`src/hdl/ecp_pkg.sv`:
```
// ecp_pkg: constants of the twisted-pair coding path
// assumes a single 20 MHz core clock drives every block that uses it
`default_nettype none
package ecp_pkg;
  // clock and timing
  localparam int CLK_MHZ = 20;
  localparam int SYNC_WIN_NS = 40000;
  localparam int SYNC_WIN_CYC = (SYNC_WIN_NS * CLK_MHZ) / 1000;
  localparam int JABBER_MS = 45;
  localparam int JABBER_CYC = JABBER_MS * CLK_MHZ * 1000;
  localparam int NLP_PERIOD_MS = 16;
  localparam int NLP_PERIOD_CYC = NLP_PERIOD_MS * CLK_MHZ * 1000;
  localparam int NLP_PULSE_NS = 100;
  localparam int NLP_PULSE_CYC = (NLP_PULSE_NS * CLK_MHZ) / 1000;
  localparam int LINK_FAIL_MS = 100;
  localparam int LINK_FAIL_CYC = LINK_FAIL_MS * CLK_MHZ * 1000;
  localparam int TXCLK_DIV = 8;
  // descrambler synchronisation
  localparam int LFSR_W = 11;
  localparam int SYNC_CHECK_BITS = 32;
  localparam int IDLE_RUN_BITS = 10;
  // code-groups
  localparam logic [4:0] CG_J = 5'h18;
  localparam logic [4:0] CG_K = 5'h11;
  localparam logic [4:0] CG_T = 5'h0d;
  localparam logic [4:0] CG_R = 5'h07;
  localparam logic [4:0] CG_I = 5'h1f;
  localparam logic [9:0] SSD_PAIR = {CG_J, CG_K};
  localparam logic [3:0] PREAMBLE_NIB = 4'h5;
  // 100 Mb/s frame states
  typedef enum logic [1:0] {ECP_RX_IDLE, ECP_RX_DATA, ECP_RX_GOT_T, ECP_RX_GOT_I} ecp_rx_e;
endpackage
`default_nettype wire

```
`src/hdl/ecp_dec_if.sv`:
```
// ecp_dec_if: code-group lookup between the receive path and its decoder
// assumes the decoder is purely combinational
`timescale 1ns/1ps
`default_nettype none
interface ecp_dec_if;
  logic [4:0] code;
  logic [3:0] nibble;
  logic is_data;
  logic is_idle;
  logic is_t;
  logic is_r;
  modport dec (input code, output nibble, is_data, is_idle, is_t, is_r);
  modport user (output code, input nibble, is_data, is_idle, is_t, is_r);
endinterface
`default_nettype wire

```
`src/hdl/ecp_coding_path.sv`:
```
// ecp_coding_path: 100 Mb/s receive coding and 10 Mb/s transmit/receive coding
// assumes rx100 bits arrive from core_clk logic; 10 Mb/s line inputs are asynchronous
// How it works
// - on idle, descrambler key loads from stream, then runs free once locked
// - no idle within 40 us window aborts reception and restarts synchronisation
// - bypass input passes received bits straight through, no descrambling
// - start delimiter pair fixes 5-bit boundaries until the frame ends
// - start pair yields two 0101 nibbles, later data groups their nibbles
// - start delimiter pair asserts receive data valid
// - end pair or two idles drop carrier and valid, emit no nibble
// - invalid group while valid asserts receive error
// - first end symbol not followed by second one asserts receive error
// - MAC nibbles with enable are captured at rising transmit clock
// - captured nibbles are serialised and Manchester encoded at 20 MHz
// - with enable low, normal link pulses are sent instead of data
// - received Manchester is checked and reversed polarity corrected
// - reversed polarity sets the polarity reversed flag
// - received bits are packed into nibbles delivered at 2.5 MHz
// - link pulses received while idle keep the receive link up
// - enable held past jabber limit aborts transmission within 45 ms
// - jabber clears as soon as enable drops
`timescale 1ns/1ps
`default_nettype none
module ecp_coding_path #(
  parameter int JABBER_CYC = ecp_pkg::JABBER_CYC,
  parameter int NLP_PERIOD_CYC = ecp_pkg::NLP_PERIOD_CYC,
  parameter int LINK_FAIL_CYC = ecp_pkg::LINK_FAIL_CYC
) (
  // clock and reset
  input wire logic core_clk_i,
  input wire logic rst_n_i,
  // 100 Mb/s receive bit stream and control
  input wire logic rx100_bit_i,
  input wire logic rx100_bit_vld_i,
  input wire logic descr_bypass_i,
  // 100 Mb/s receive nibble side
  output logic [3:0] rx100_nib_o,
  output logic rx100_nib_vld_o,
  output logic rx100_dv_o,
  output logic rx100_er_o,
  output logic rx100_crs_o,
  output logic rx100_locked_o,
  // 10 Mb/s MAC transmit side
  output logic tx_clk_o,
  input wire logic tx_en_i,
  input wire logic [3:0] txd_i,
  output logic jabber_o,
  // 10 Mb/s line transmit
  output logic tx10_data_o,
  output logic tx10_drive_o,
  // 10 Mb/s line receive
  input wire logic rx10_line_i,
  input wire logic rx10_active_i,
  output logic [3:0] rx10_nib_o,
  output logic rx10_nib_vld_o,
  output logic rx10_dv_o,
  output logic rx10_code_err_o,
  output logic polarity_reversed_flag_o,
  output logic rx10_link_o
);
  localparam int JW = $clog2(JABBER_CYC + 1);
  localparam int NW = $clog2(NLP_PERIOD_CYC + 1);
  localparam int LW = $clog2(LINK_FAIL_CYC + 1);
  localparam int WW = $clog2(ecp_pkg::SYNC_WIN_CYC + 1);

  if (JABBER_CYC < 2 || NLP_PERIOD_CYC < 4 || LINK_FAIL_CYC < 2)
  begin : g_chk
    $error("ecp_coding_path: timing counts too small");
  end

  ecp_dec_if dif ();
  ecp_decoder u_dec (.dec(dif));

  // descrambler and sync state
  logic [10:0] lfsr, next_lfsr;
  logic locked, next_locked;
  logic [5:0] chk_cnt, next_chk_cnt;
  logic [3:0] ones_run, next_ones_run;
  logic [WW-1:0] win_cnt, next_win_cnt;
  logic key, dbit, dbit_vld, sync_abort;

  // key prediction, bypass and descrambled bit
  assign key = lfsr[10] ^ lfsr[8];
  assign dbit = descr_bypass_i ? rx100_bit_i : (rx100_bit_i ^ key);
  assign dbit_vld = rx100_bit_vld_i && (locked || descr_bypass_i);
  assign sync_abort = locked && !descr_bypass_i && (win_cnt == WW'(ecp_pkg::SYNC_WIN_CYC));

  // hunt loads inverted idle bits as key, lock lets the key run
  always_comb
  begin
    next_lfsr = lfsr;
    next_locked = locked;
    next_chk_cnt = chk_cnt;
    next_ones_run = ones_run;
    next_win_cnt = win_cnt;
    if (!locked && rx100_bit_vld_i)
    begin
      next_lfsr = {lfsr[9:0], ~rx100_bit_i};
      if (chk_cnt < 6'(ecp_pkg::LFSR_W) || key == ~rx100_bit_i)
        next_chk_cnt = chk_cnt + 6'h01;
      else
        next_chk_cnt = 6'h00;
      if (chk_cnt == 6'(ecp_pkg::LFSR_W + ecp_pkg::SYNC_CHECK_BITS - 1) && key == ~rx100_bit_i)
        next_locked = 1'b1;
    end
    else if (locked && rx100_bit_vld_i)
      next_lfsr = {lfsr[9:0], key};
    if (locked)
      next_win_cnt = win_cnt + WW'(1);
    if (dbit_vld)
    begin
      next_ones_run = dbit ? ((ones_run == 4'(ecp_pkg::IDLE_RUN_BITS)) ? ones_run : ones_run + 4'h1)
                           : 4'h0;
      if (ones_run == 4'(ecp_pkg::IDLE_RUN_BITS - 1) && dbit)
        next_win_cnt = '0;
    end
    if (sync_abort)
    begin
      next_locked = 1'b0;
      next_chk_cnt = 6'h00;
      next_win_cnt = '0;
      next_ones_run = 4'h0;
    end
  end

  // descrambler registers
  always_ff @(posedge core_clk_i or negedge rst_n_i)
  begin
    if (!rst_n_i)
    begin
      lfsr <= 11'h000;
      locked <= 1'b0;
      chk_cnt <= 6'h00;
      ones_run <= 4'h0;
      win_cnt <= '0;
    end
    else
    begin
      lfsr <= next_lfsr;
      locked <= next_locked;
      chk_cnt <= next_chk_cnt;
      ones_run <= next_ones_run;
      win_cnt <= next_win_cnt;
    end
  end

  // alignment and 5b/4b frame state
  ecp_pkg::ecp_rx_e st, next_st;
  logic [9:0] sr, next_sr;
  logic [2:0] bcnt, next_bcnt;
  logic pre2, next_pre2;
  logic [3:0] nib, next_nib;
  logic nib_vld, next_nib_vld, er, next_er;
  logic ssd_hit, grp_done, end_hit;
  logic [9:0] sr_in;

  assign sr_in = {sr[8:0], dbit};
  assign dif.code = sr_in[4:0];
  assign ssd_hit = dbit_vld && st == ecp_pkg::ECP_RX_IDLE && sr_in == ecp_pkg::SSD_PAIR;
  assign grp_done = dbit_vld && st != ecp_pkg::ECP_RX_IDLE && bcnt == 3'h4;
  assign end_hit = grp_done && ((st == ecp_pkg::ECP_RX_GOT_T && dif.is_r) ||
                                (st == ecp_pkg::ECP_RX_GOT_I && dif.is_idle));

  // delimiter hunt, per-group decode and frame end
  always_comb
  begin
    next_st = st;
    next_sr = dbit_vld ? sr_in : sr;
    next_bcnt = bcnt;
    next_pre2 = 1'b0;
    next_nib = nib;
    next_nib_vld = 1'b0;
    next_er = 1'b0;
    if (dbit_vld && st != ecp_pkg::ECP_RX_IDLE)
      next_bcnt = (bcnt == 3'h4) ? 3'h0 : bcnt + 3'h1;
    if (pre2)
    begin
      next_nib = ecp_pkg::PREAMBLE_NIB;
      next_nib_vld = 1'b1;
    end
    if (ssd_hit)
    begin
      next_st = ecp_pkg::ECP_RX_DATA;
      next_bcnt = 3'h0;
      next_nib = ecp_pkg::PREAMBLE_NIB;
      next_nib_vld = 1'b1;
      next_pre2 = 1'b1;
    end
    else if (grp_done)
    begin
      case (st)
        ecp_pkg::ECP_RX_GOT_T:
        begin
          if (dif.is_r)
            next_st = ecp_pkg::ECP_RX_IDLE;
          else
          begin
            next_er = 1'b1;
            next_st = ecp_pkg::ECP_RX_DATA;
          end
        end
        ecp_pkg::ECP_RX_GOT_I:
        begin
          if (dif.is_idle)
            next_st = ecp_pkg::ECP_RX_IDLE;
          else
          begin
            next_er = 1'b1;
            next_st = ecp_pkg::ECP_RX_DATA;
          end
        end
        default:
        begin
          if (dif.is_t)
            next_st = ecp_pkg::ECP_RX_GOT_T;
          else if (dif.is_idle)
            next_st = ecp_pkg::ECP_RX_GOT_I;
          else
          begin
            next_nib = dif.nibble;
            next_nib_vld = 1'b1;
            next_er = !dif.is_data;
          end
        end
      endcase
    end
    if (sync_abort)
    begin
      next_st = ecp_pkg::ECP_RX_IDLE;
      next_nib_vld = 1'b0;
      next_pre2 = 1'b0;
      next_er = 1'b0;
    end
  end

  // frame registers
  always_ff @(posedge core_clk_i or negedge rst_n_i)
  begin
    if (!rst_n_i)
    begin
      st <= ecp_pkg::ECP_RX_IDLE;
      sr <= 10'h000;
      bcnt <= 3'h0;
      pre2 <= 1'b0;
      nib <= 4'h0;
      nib_vld <= 1'b0;
      er <= 1'b0;
    end
    else
    begin
      st <= next_st;
      sr <= next_sr;
      bcnt <= next_bcnt;
      pre2 <= next_pre2;
      nib <= next_nib;
      nib_vld <= next_nib_vld;
      er <= next_er;
    end
  end

  // 100 Mb/s outputs, carrier and valid follow the frame state
  assign rx100_nib_o = nib;
  assign rx100_nib_vld_o = nib_vld;
  assign rx100_er_o = er;
  assign rx100_dv_o = (st != ecp_pkg::ECP_RX_IDLE);
  assign rx100_crs_o = (st != ecp_pkg::ECP_RX_IDLE);
  assign rx100_locked_o = locked || descr_bypass_i;

  // 10 Mb/s transmit: clock divider, capture, Manchester, link pulses, jabber
  logic [2:0] div, next_div, ph, next_ph;
  logic [3:0] tsh, next_tsh;
  logic tact, next_tact, jab, next_jab, tdat, next_tdat, tdrv, next_tdrv;
  logic [JW-1:0] jcnt, next_jcnt;
  logic [NW-1:0] ncnt, next_ncnt;
  logic cap, tbit;

  assign cap = (div == 3'(ecp_pkg::TXCLK_DIV / 2 - 1)); // tx_clk rises on this edge
  assign tbit = tsh[ph[2:1]];

  always_comb
  begin
    next_div = div + 3'h1;
    next_ph = ph + 3'h1;
    next_tsh = tsh;
    next_tact = tact;
    next_jab = jab;
    next_jcnt = jcnt;
    next_ncnt = ncnt;
    next_tdat = 1'b0;
    next_tdrv = 1'b0;
    if (!tx_en_i)
    begin
      next_jab = 1'b0;
      next_jcnt = '0;
    end
    else if (jcnt == JW'(JABBER_CYC - 1))
      next_jab = 1'b1;
    else
      next_jcnt = jcnt + JW'(1);
    if (cap)
    begin
      next_tact = tx_en_i && !next_jab;
      next_tsh = txd_i;
      next_ph = 3'h0;
    end
    if (tact && !jab)
    begin
      next_tdat = ph[0] ? tbit : ~tbit;
      next_tdrv = 1'b1;
      next_ncnt = '0;
    end
    else if (!tx_en_i)
    begin
      next_ncnt = (ncnt == NW'(NLP_PERIOD_CYC - 1)) ? '0 : ncnt + NW'(1);
      if (ncnt < NW'(ecp_pkg::NLP_PULSE_CYC))
      begin
        next_tdat = 1'b1;
        next_tdrv = 1'b1;
      end
    end
  end

  // transmit registers
  always_ff @(posedge core_clk_i or negedge rst_n_i)
  begin
    if (!rst_n_i)
    begin
      div <= 3'h0;
      ph <= 3'h0;
      tsh <= 4'h0;
      tact <= 1'b0;
      jab <= 1'b0;
      jcnt <= '0;
      ncnt <= '0;
      tdat <= 1'b0;
      tdrv <= 1'b0;
    end
    else
    begin
      div <= next_div;
      ph <= next_ph;
      tsh <= next_tsh;
      tact <= next_tact;
      jab <= next_jab;
      jcnt <= next_jcnt;
      ncnt <= next_ncnt;
      tdat <= next_tdat;
      tdrv <= next_tdrv;
    end
  end

  assign tx_clk_o = div[2];
  assign jabber_o = jab;
  assign tx10_data_o = tdat;
  assign tx10_drive_o = tdrv;

  // 10 Mb/s receive: synchronisers then Manchester decode
  logic [1:0] ln_s, act_s;
  logic ln_d, half, first, pol_inv, pol_known, rin, rbit, ce;
  logic next_ln_d, next_half, next_first, next_pol_inv, next_pol_known, next_rin, next_ce;
  logic [1:0] rbc, next_rbc;
  logic [3:0] rsh, next_rsh, rnib, next_rnib;
  logic rvld, next_rvld, pflag, next_pflag;
  logic [LW-1:0] lcnt, next_lcnt;

  assign rbit = ln_s[1] ^ pol_inv;

  always_comb
  begin
    next_ln_d = ln_s[1];
    next_rin = act_s[1];
    next_half = half;
    next_first = first;
    next_pol_inv = pol_inv;
    next_pol_known = pol_known;
    next_rbc = rbc;
    next_rsh = rsh;
    next_rnib = rnib;
    next_rvld = 1'b0;
    next_ce = 1'b0;
    next_pflag = pflag;
    next_lcnt = (lcnt == LW'(LINK_FAIL_CYC)) ? lcnt : lcnt + LW'(1);
    if (act_s[1] && !rin)
    begin
      next_half = 1'b1; // the sample at frame start is half 0
      next_first = ln_s[1];
      next_pol_known = 1'b0;
      next_rbc = 2'h0;
      next_lcnt = '0;
    end
    else if (act_s[1])
    begin
      next_half = ~half;
      next_lcnt = '0;
      if (!half)
        next_first = ln_s[1];
      else if (first == ln_s[1])
        next_ce = 1'b1;
      else if (!pol_known)
      begin
        next_pol_known = 1'b1;
        next_pol_inv = ~ln_s[1];
        next_pflag = ~ln_s[1];
        next_rsh = {1'b1, rsh[3:1]};
        next_rbc = 2'h1;
      end
      else
      begin
        next_rsh = {rbit, rsh[3:1]};
        next_rbc = rbc + 2'h1;
        if (rbc == 2'h3)
        begin
          next_rnib = {rbit, rsh[3:1]};
          next_rvld = 1'b1;
        end
      end
    end
    else if (ln_s[1] && !ln_d)
      next_lcnt = '0;
  end

  // receive registers, synchroniser pairs first
  always_ff @(posedge core_clk_i or negedge rst_n_i)
  begin
    if (!rst_n_i)
    begin
      ln_s <= 2'h0;
      act_s <= 2'h0;
      ln_d <= 1'b0;
      rin <= 1'b0;
      half <= 1'b0;
      first <= 1'b0;
      pol_inv <= 1'b0;
      pol_known <= 1'b0;
      rbc <= 2'h0;
      rsh <= 4'h0;
      rnib <= 4'h0;
      rvld <= 1'b0;
      ce <= 1'b0;
      pflag <= 1'b0;
      lcnt <= LW'(LINK_FAIL_CYC);
    end
    else
    begin
      ln_s <= {ln_s[0], rx10_line_i};
      act_s <= {act_s[0], rx10_active_i};
      ln_d <= next_ln_d;
      rin <= next_rin;
      half <= next_half;
      first <= next_first;
      pol_inv <= next_pol_inv;
      pol_known <= next_pol_known;
      rbc <= next_rbc;
      rsh <= next_rsh;
      rnib <= next_rnib;
      rvld <= next_rvld;
      ce <= next_ce;
      pflag <= next_pflag;
      lcnt <= next_lcnt;
    end
  end

  assign rx10_nib_o = rnib;
  assign rx10_nib_vld_o = rvld;
  assign rx10_dv_o = rin;
  assign rx10_code_err_o = ce;
  assign polarity_reversed_flag_o = pflag;
  assign rx10_link_o = (lcnt < LW'(LINK_FAIL_CYC));
endmodule
`default_nettype wire

```
`src/hdl/ecp_decoder.sv`:
```
// ecp_decoder: 5-bit code-group to 4-bit nibble lookup
// assumes the code-group is already aligned by the caller
`timescale 1ns/1ps
`default_nettype none
module ecp_decoder (
  // lookup port
  ecp_dec_if.dec dec
);
  // table lookup, data groups only are flagged as data
  always_comb
  begin
    dec.nibble = 4'h0;
    dec.is_data = 1'b1;
    case (dec.code)
      5'h1e: dec.nibble = 4'h0;
      5'h09: dec.nibble = 4'h1;
      5'h14: dec.nibble = 4'h2;
      5'h15: dec.nibble = 4'h3;
      5'h0a: dec.nibble = 4'h4;
      5'h0b: dec.nibble = 4'h5;
      5'h0e: dec.nibble = 4'h6;
      5'h0f: dec.nibble = 4'h7;
      5'h12: dec.nibble = 4'h8;
      5'h13: dec.nibble = 4'h9;
      5'h16: dec.nibble = 4'ha;
      5'h17: dec.nibble = 4'hb;
      5'h1a: dec.nibble = 4'hc;
      5'h1b: dec.nibble = 4'hd;
      5'h1c: dec.nibble = 4'he;
      5'h1d: dec.nibble = 4'hf;
      default: dec.is_data = 1'b0;
    endcase
  end

  // control symbols
  assign dec.is_idle = (dec.code == ecp_pkg::CG_I);
  assign dec.is_t = (dec.code == ecp_pkg::CG_T);
  assign dec.is_r = (dec.code == ecp_pkg::CG_R);
endmodule
`default_nettype wire

```
`config.mk`:
```
export PLATFORM = sky130hd
export DESIGN_NAME = ecp_coding_path
export DESIGN_NICKNAME = d
export VERILOG_FILES = /design/src/hdl/ecp_pkg.sv /design/src/hdl/ecp_dec_if.sv /design/src/hdl/ecp_coding_path.sv /design/src/hdl/ecp_decoder.sv
export SDC_FILE = /design/constraint.sdc
export NUM_CORES = 1
export LEC_CHECK = 0
export BUFFER_PORTS_ARGS = -buffer_cell sky130_fd_sc_hd__buf_2
export CORE_MARGIN = 2
export CORE_UTILIZATION = 60
export DETAILED_ROUTE_END_ITERATION = 10
export PLACE_DENSITY = 0.79
export RECOVER_POWER = 25
export SYNTH_ARGS = -nofsm -noshare
export SYNTH_HDL_FRONTEND = slang
export SYNTH_SLANG_ARGS = --single-unit
```
`constraint.sdc`:
```
create_clock -name core_clk_i -period 2.6 [get_ports core_clk_i]
set_input_delay 0.52 -clock core_clk_i [delete_from_list [all_inputs] [get_ports core_clk_i]]
set_output_delay 0.52 -clock core_clk_i [all_outputs]
set_load 0.01 [all_outputs]
```
==> metrics.md <==
| Metric | Value |
|---|---|
| Status | finished, final reports clean |
| CTS Root Cell | clkbuf_16 |
| CP Capture Type | output port |
| Max frequency | 0.4024 GHz |
| Total Power | roughly 0.0067 W |
| Cell area after placement | ~8000 sq um |
| Pre-CTS WS | ~280 ps |
| Setup CP Type | reg2out |
| Via count | approximately 5,500 |
| FF/Latch Area | approximately 3700 sq um |
| RSZ-0062 raised after global routing | false |
| Commonest non-fill, non-tap cell in the layout | dfrtp_1 |
| Fill cells | between 900 and 1,000 |
| Worst hold path type | in2reg |
| Largest family of logic cells by synthesized area | simple AND/OR/NAND/NOR gates |
| Die Area | 13,320 sq um |
| Arr. time, crit path | 1970 ps |
| Reg2reg setup slack | approximately 250 ps |
| Lkg Pwr | roughly 3.6 nW |
| Synth Register Bits | around 150 |
| Initial DRC Count | 360 |
| CTS resizes | 0 |
| Worst VDD drop | 0.4884 mV |
| Worst-path clk slew | around 60 ps |
| Post-synthesis sequential area ratio | 0.4985 |
| Cell row count | 40 |
| Total Wirelength | 14,670 um |
| Largest net degree at the start of global routing | 59 |
| Cts hold-fix bufs | 0 |
| Layout Skew | approximately 6.4 ps |
| Dpl hpwl | 10,190 um |
| EDFF count, synth | 0 |
| Core Area | approximately 12,000 sq um |
| DRT Pass-1 Iters | 4 |
| Mapped Cells | about 720 |
| Avg Inst Size Synth | a little over 10 sq um |
| Final worst slack | around 110 ps |
| Simple-Gate Fraction of Synth Area | 0.2038 |
| Die Span Y | 115.4 um |
| Compound-Gate Fraction of Synth Area | 0.1164 |
| Port Buffers | 33 |
| Ant diodes | 0 |
| Routed WL per cell | ~16 um |
| Number of antenna violations at the first check in global routing | 0 |
| Number of setup buffers added after CTS | 0 |
| Via count of the first global-routing pass | about 5,500 |
| # IOs | 34 |
| Clock sink total | between 100 and 150 |
| Async SR Flop Fraction | 1.000 |
| Die width | approximately 120 um |
| CP startpoint kind | flop |
| Synth area leaders | dfrtp_1, mux2_2, xor2_1 |
| Yosys top cell by area | dfrtp_1 |
| Post-synthesis xor/xnor area fraction | 0.06317 |
| Worst-Skew Late Latency | around 420 ps |
| GRT overflow | 0 |
| TNS Setup | 0 ps |
| Synth Warn # | 0 |
| Design area | 8419 sq um |
| Htree depth | 4 |
| Synth Area in Adders | 0.02856 |
| Synthesized cell area | 7447 sq um |
| Synth unique cells | 66 |
| Max Fanout on Critical Path | 5 |
| Multiplexer share of the synthesized area | 0.05914 |
| Fin nets | slightly below 800 |
| Total Routing Usage GR | 0.2388 |
| Commonest non-fill, non-tap cells in the layout | dfrtp_1, nor2_1, nand2_1 |
| CTS Buffer Depth | 2 |
| Share of cells above drive strength 1 | 0.1705 |
| Final Wtd Congestion | 0.9099 |
| Power density cells | 794.6 nW/um^2 |
| Initial Util | 0.6174 |
| Slew Limit Headroom | 0.05382 |
| CTS buffer count | 17 |
| TritonCTS clock tree | yes |
| Period utilization | 0.9559 |
| Net Count, Synth | 752 |
| Final setup violation count | 0 |
| Drt drc | 0 |
| Synth top area share | 0.4738 |
| Post-route minimum period | 2485 ps |
| Max Transition Viols Final | 0 |
| Slew @ Worst Pin | roughly 1400 ps |
| Post-DRT Antenna Nets | 0 |
| Global-route wire length before repair | between 20,000 and 30,000 um |
| Area grow syn2layout | 13.05% |
| Final hold violation count | 0 |
| Ys flop type | dfrtp_1 |
| MaxCap Viol Count | 0 |
| Via density | roughly 5.8 |
| Worst path required time | 2080 ps |
| Area occupied by multi-input gates | approximately 3500 sq um |
[cell families after synthesis]
logic type               after synthesis
AO/OA/AOI/OAI                        127
XOR/XNOR                              52
adder cells (fa/ha/maj)               17
buffers and inverters                 56
flip-flops                           148
multiplexers                          39
AND/OR/NAND/NOR                      284
[worst paths after layout]
| path | startpoint | to | cells past startpoint |
|---|---|---|---|
| min in group asynchronous | rst_n_i | rx100_nib_o[0] | 1 |
| worst max register to register | jcnt[0] | tact | 6 |
| worst min-delay path | rx10_line_i | ln_s[0] | 1 |
| worst max-delay path | lcnt[13] | rx10_link_o | 4 |
| max in group asynchronous | rst_n_i | lcnt[17] | 2 |
| worst min register to register | ln_s[0] | ln_s[1] | 0 |
[registers in the layout, indices dropped and copies added, names as in the netlist, 6 cells and up]
register  count
chk_cnt       6
win_cnt      10
lfsr         11
jcnt         20
lcnt         21
sr            9
ncnt         19
[metal layers]
metal / part of all wire / global-route usage / vias to the layer above / wire (um)
met2: 0.50 / 0.3918 / 92 / 7321
met4: 0.016 / 0.09478 / 0 / 240
met1: 0.45 / 0.3116 / 2717 / 6666
li1: - / - / 2650 / -
met3: 0.030 / 0.05230 / 26 / 437
met5: 0 / 0 / - / 0
[report_power, final]
group	internal [W]	switching [W]	total, W
logic	0.000560	0.000645	0.00121
clock network	0.00149	0.000962	0.00245
registers	0.00266	0.000372	0.00303
total	0.00471	0.00198	0.00669
[per-stage QoR]
step / cells / hold slack, ps / util
2_1_floorplan: 723 / 224.4 / -
3_3_place_gp: 910 / 331.9 / 0.6491
3_5_place_dp: 910 / 346.3 / 0.6491
4_1_cts: 942 / 61.61 / 0.6985
5_1_grt: 942 / 190.3 / 0.6980
6_report: 942 / 200.2 / 0.6980
[cell usage after synthesis, drive strengths merged, types with 7 or more instances]
| cell | n |
|---|---|
| nand4 | 17 |
| xor2 | 26 |
| a22o | 7 |
| clkbuf | 23 |
| dfstp | 7 |
| mux2 | 30 |
| nor3 | 19 |
| mux2i | 8 |
| nand3 | 29 |
| nor2b | 9 |
| nor2 | 61 |
| dfrtp | 141 |
| and3 | 12 |
| and2 | 14 |
| inv | 27 |
| a21oi | 32 |
| nand2b | 11 |
| nand2 | 55 |
| nor4 | 13 |
| ha | 17 |
| xnor2 | 25 |
| o21ai | 37 |
| or3 | 14 |
[cell type report]
cell class                      instances  area share
Clock buffer                           21     0.05588
Multi-Input combinational cell        519      0.4167
Tap cell                              168     0.02497
Timing Repair Buffer                   48     0.03448
Inverter                               27     0.01204
Sequential cell                       148      0.4409
Clock inverter                         11     0.01501
[worst max-delay path, stage by stage (launching register included)]
cell and delay, ps:
dfrtp_1 410, or4_1 600, o21a_1 220, o21ai_0 150
buf_2 160
(Power assumes the default switching activity.)
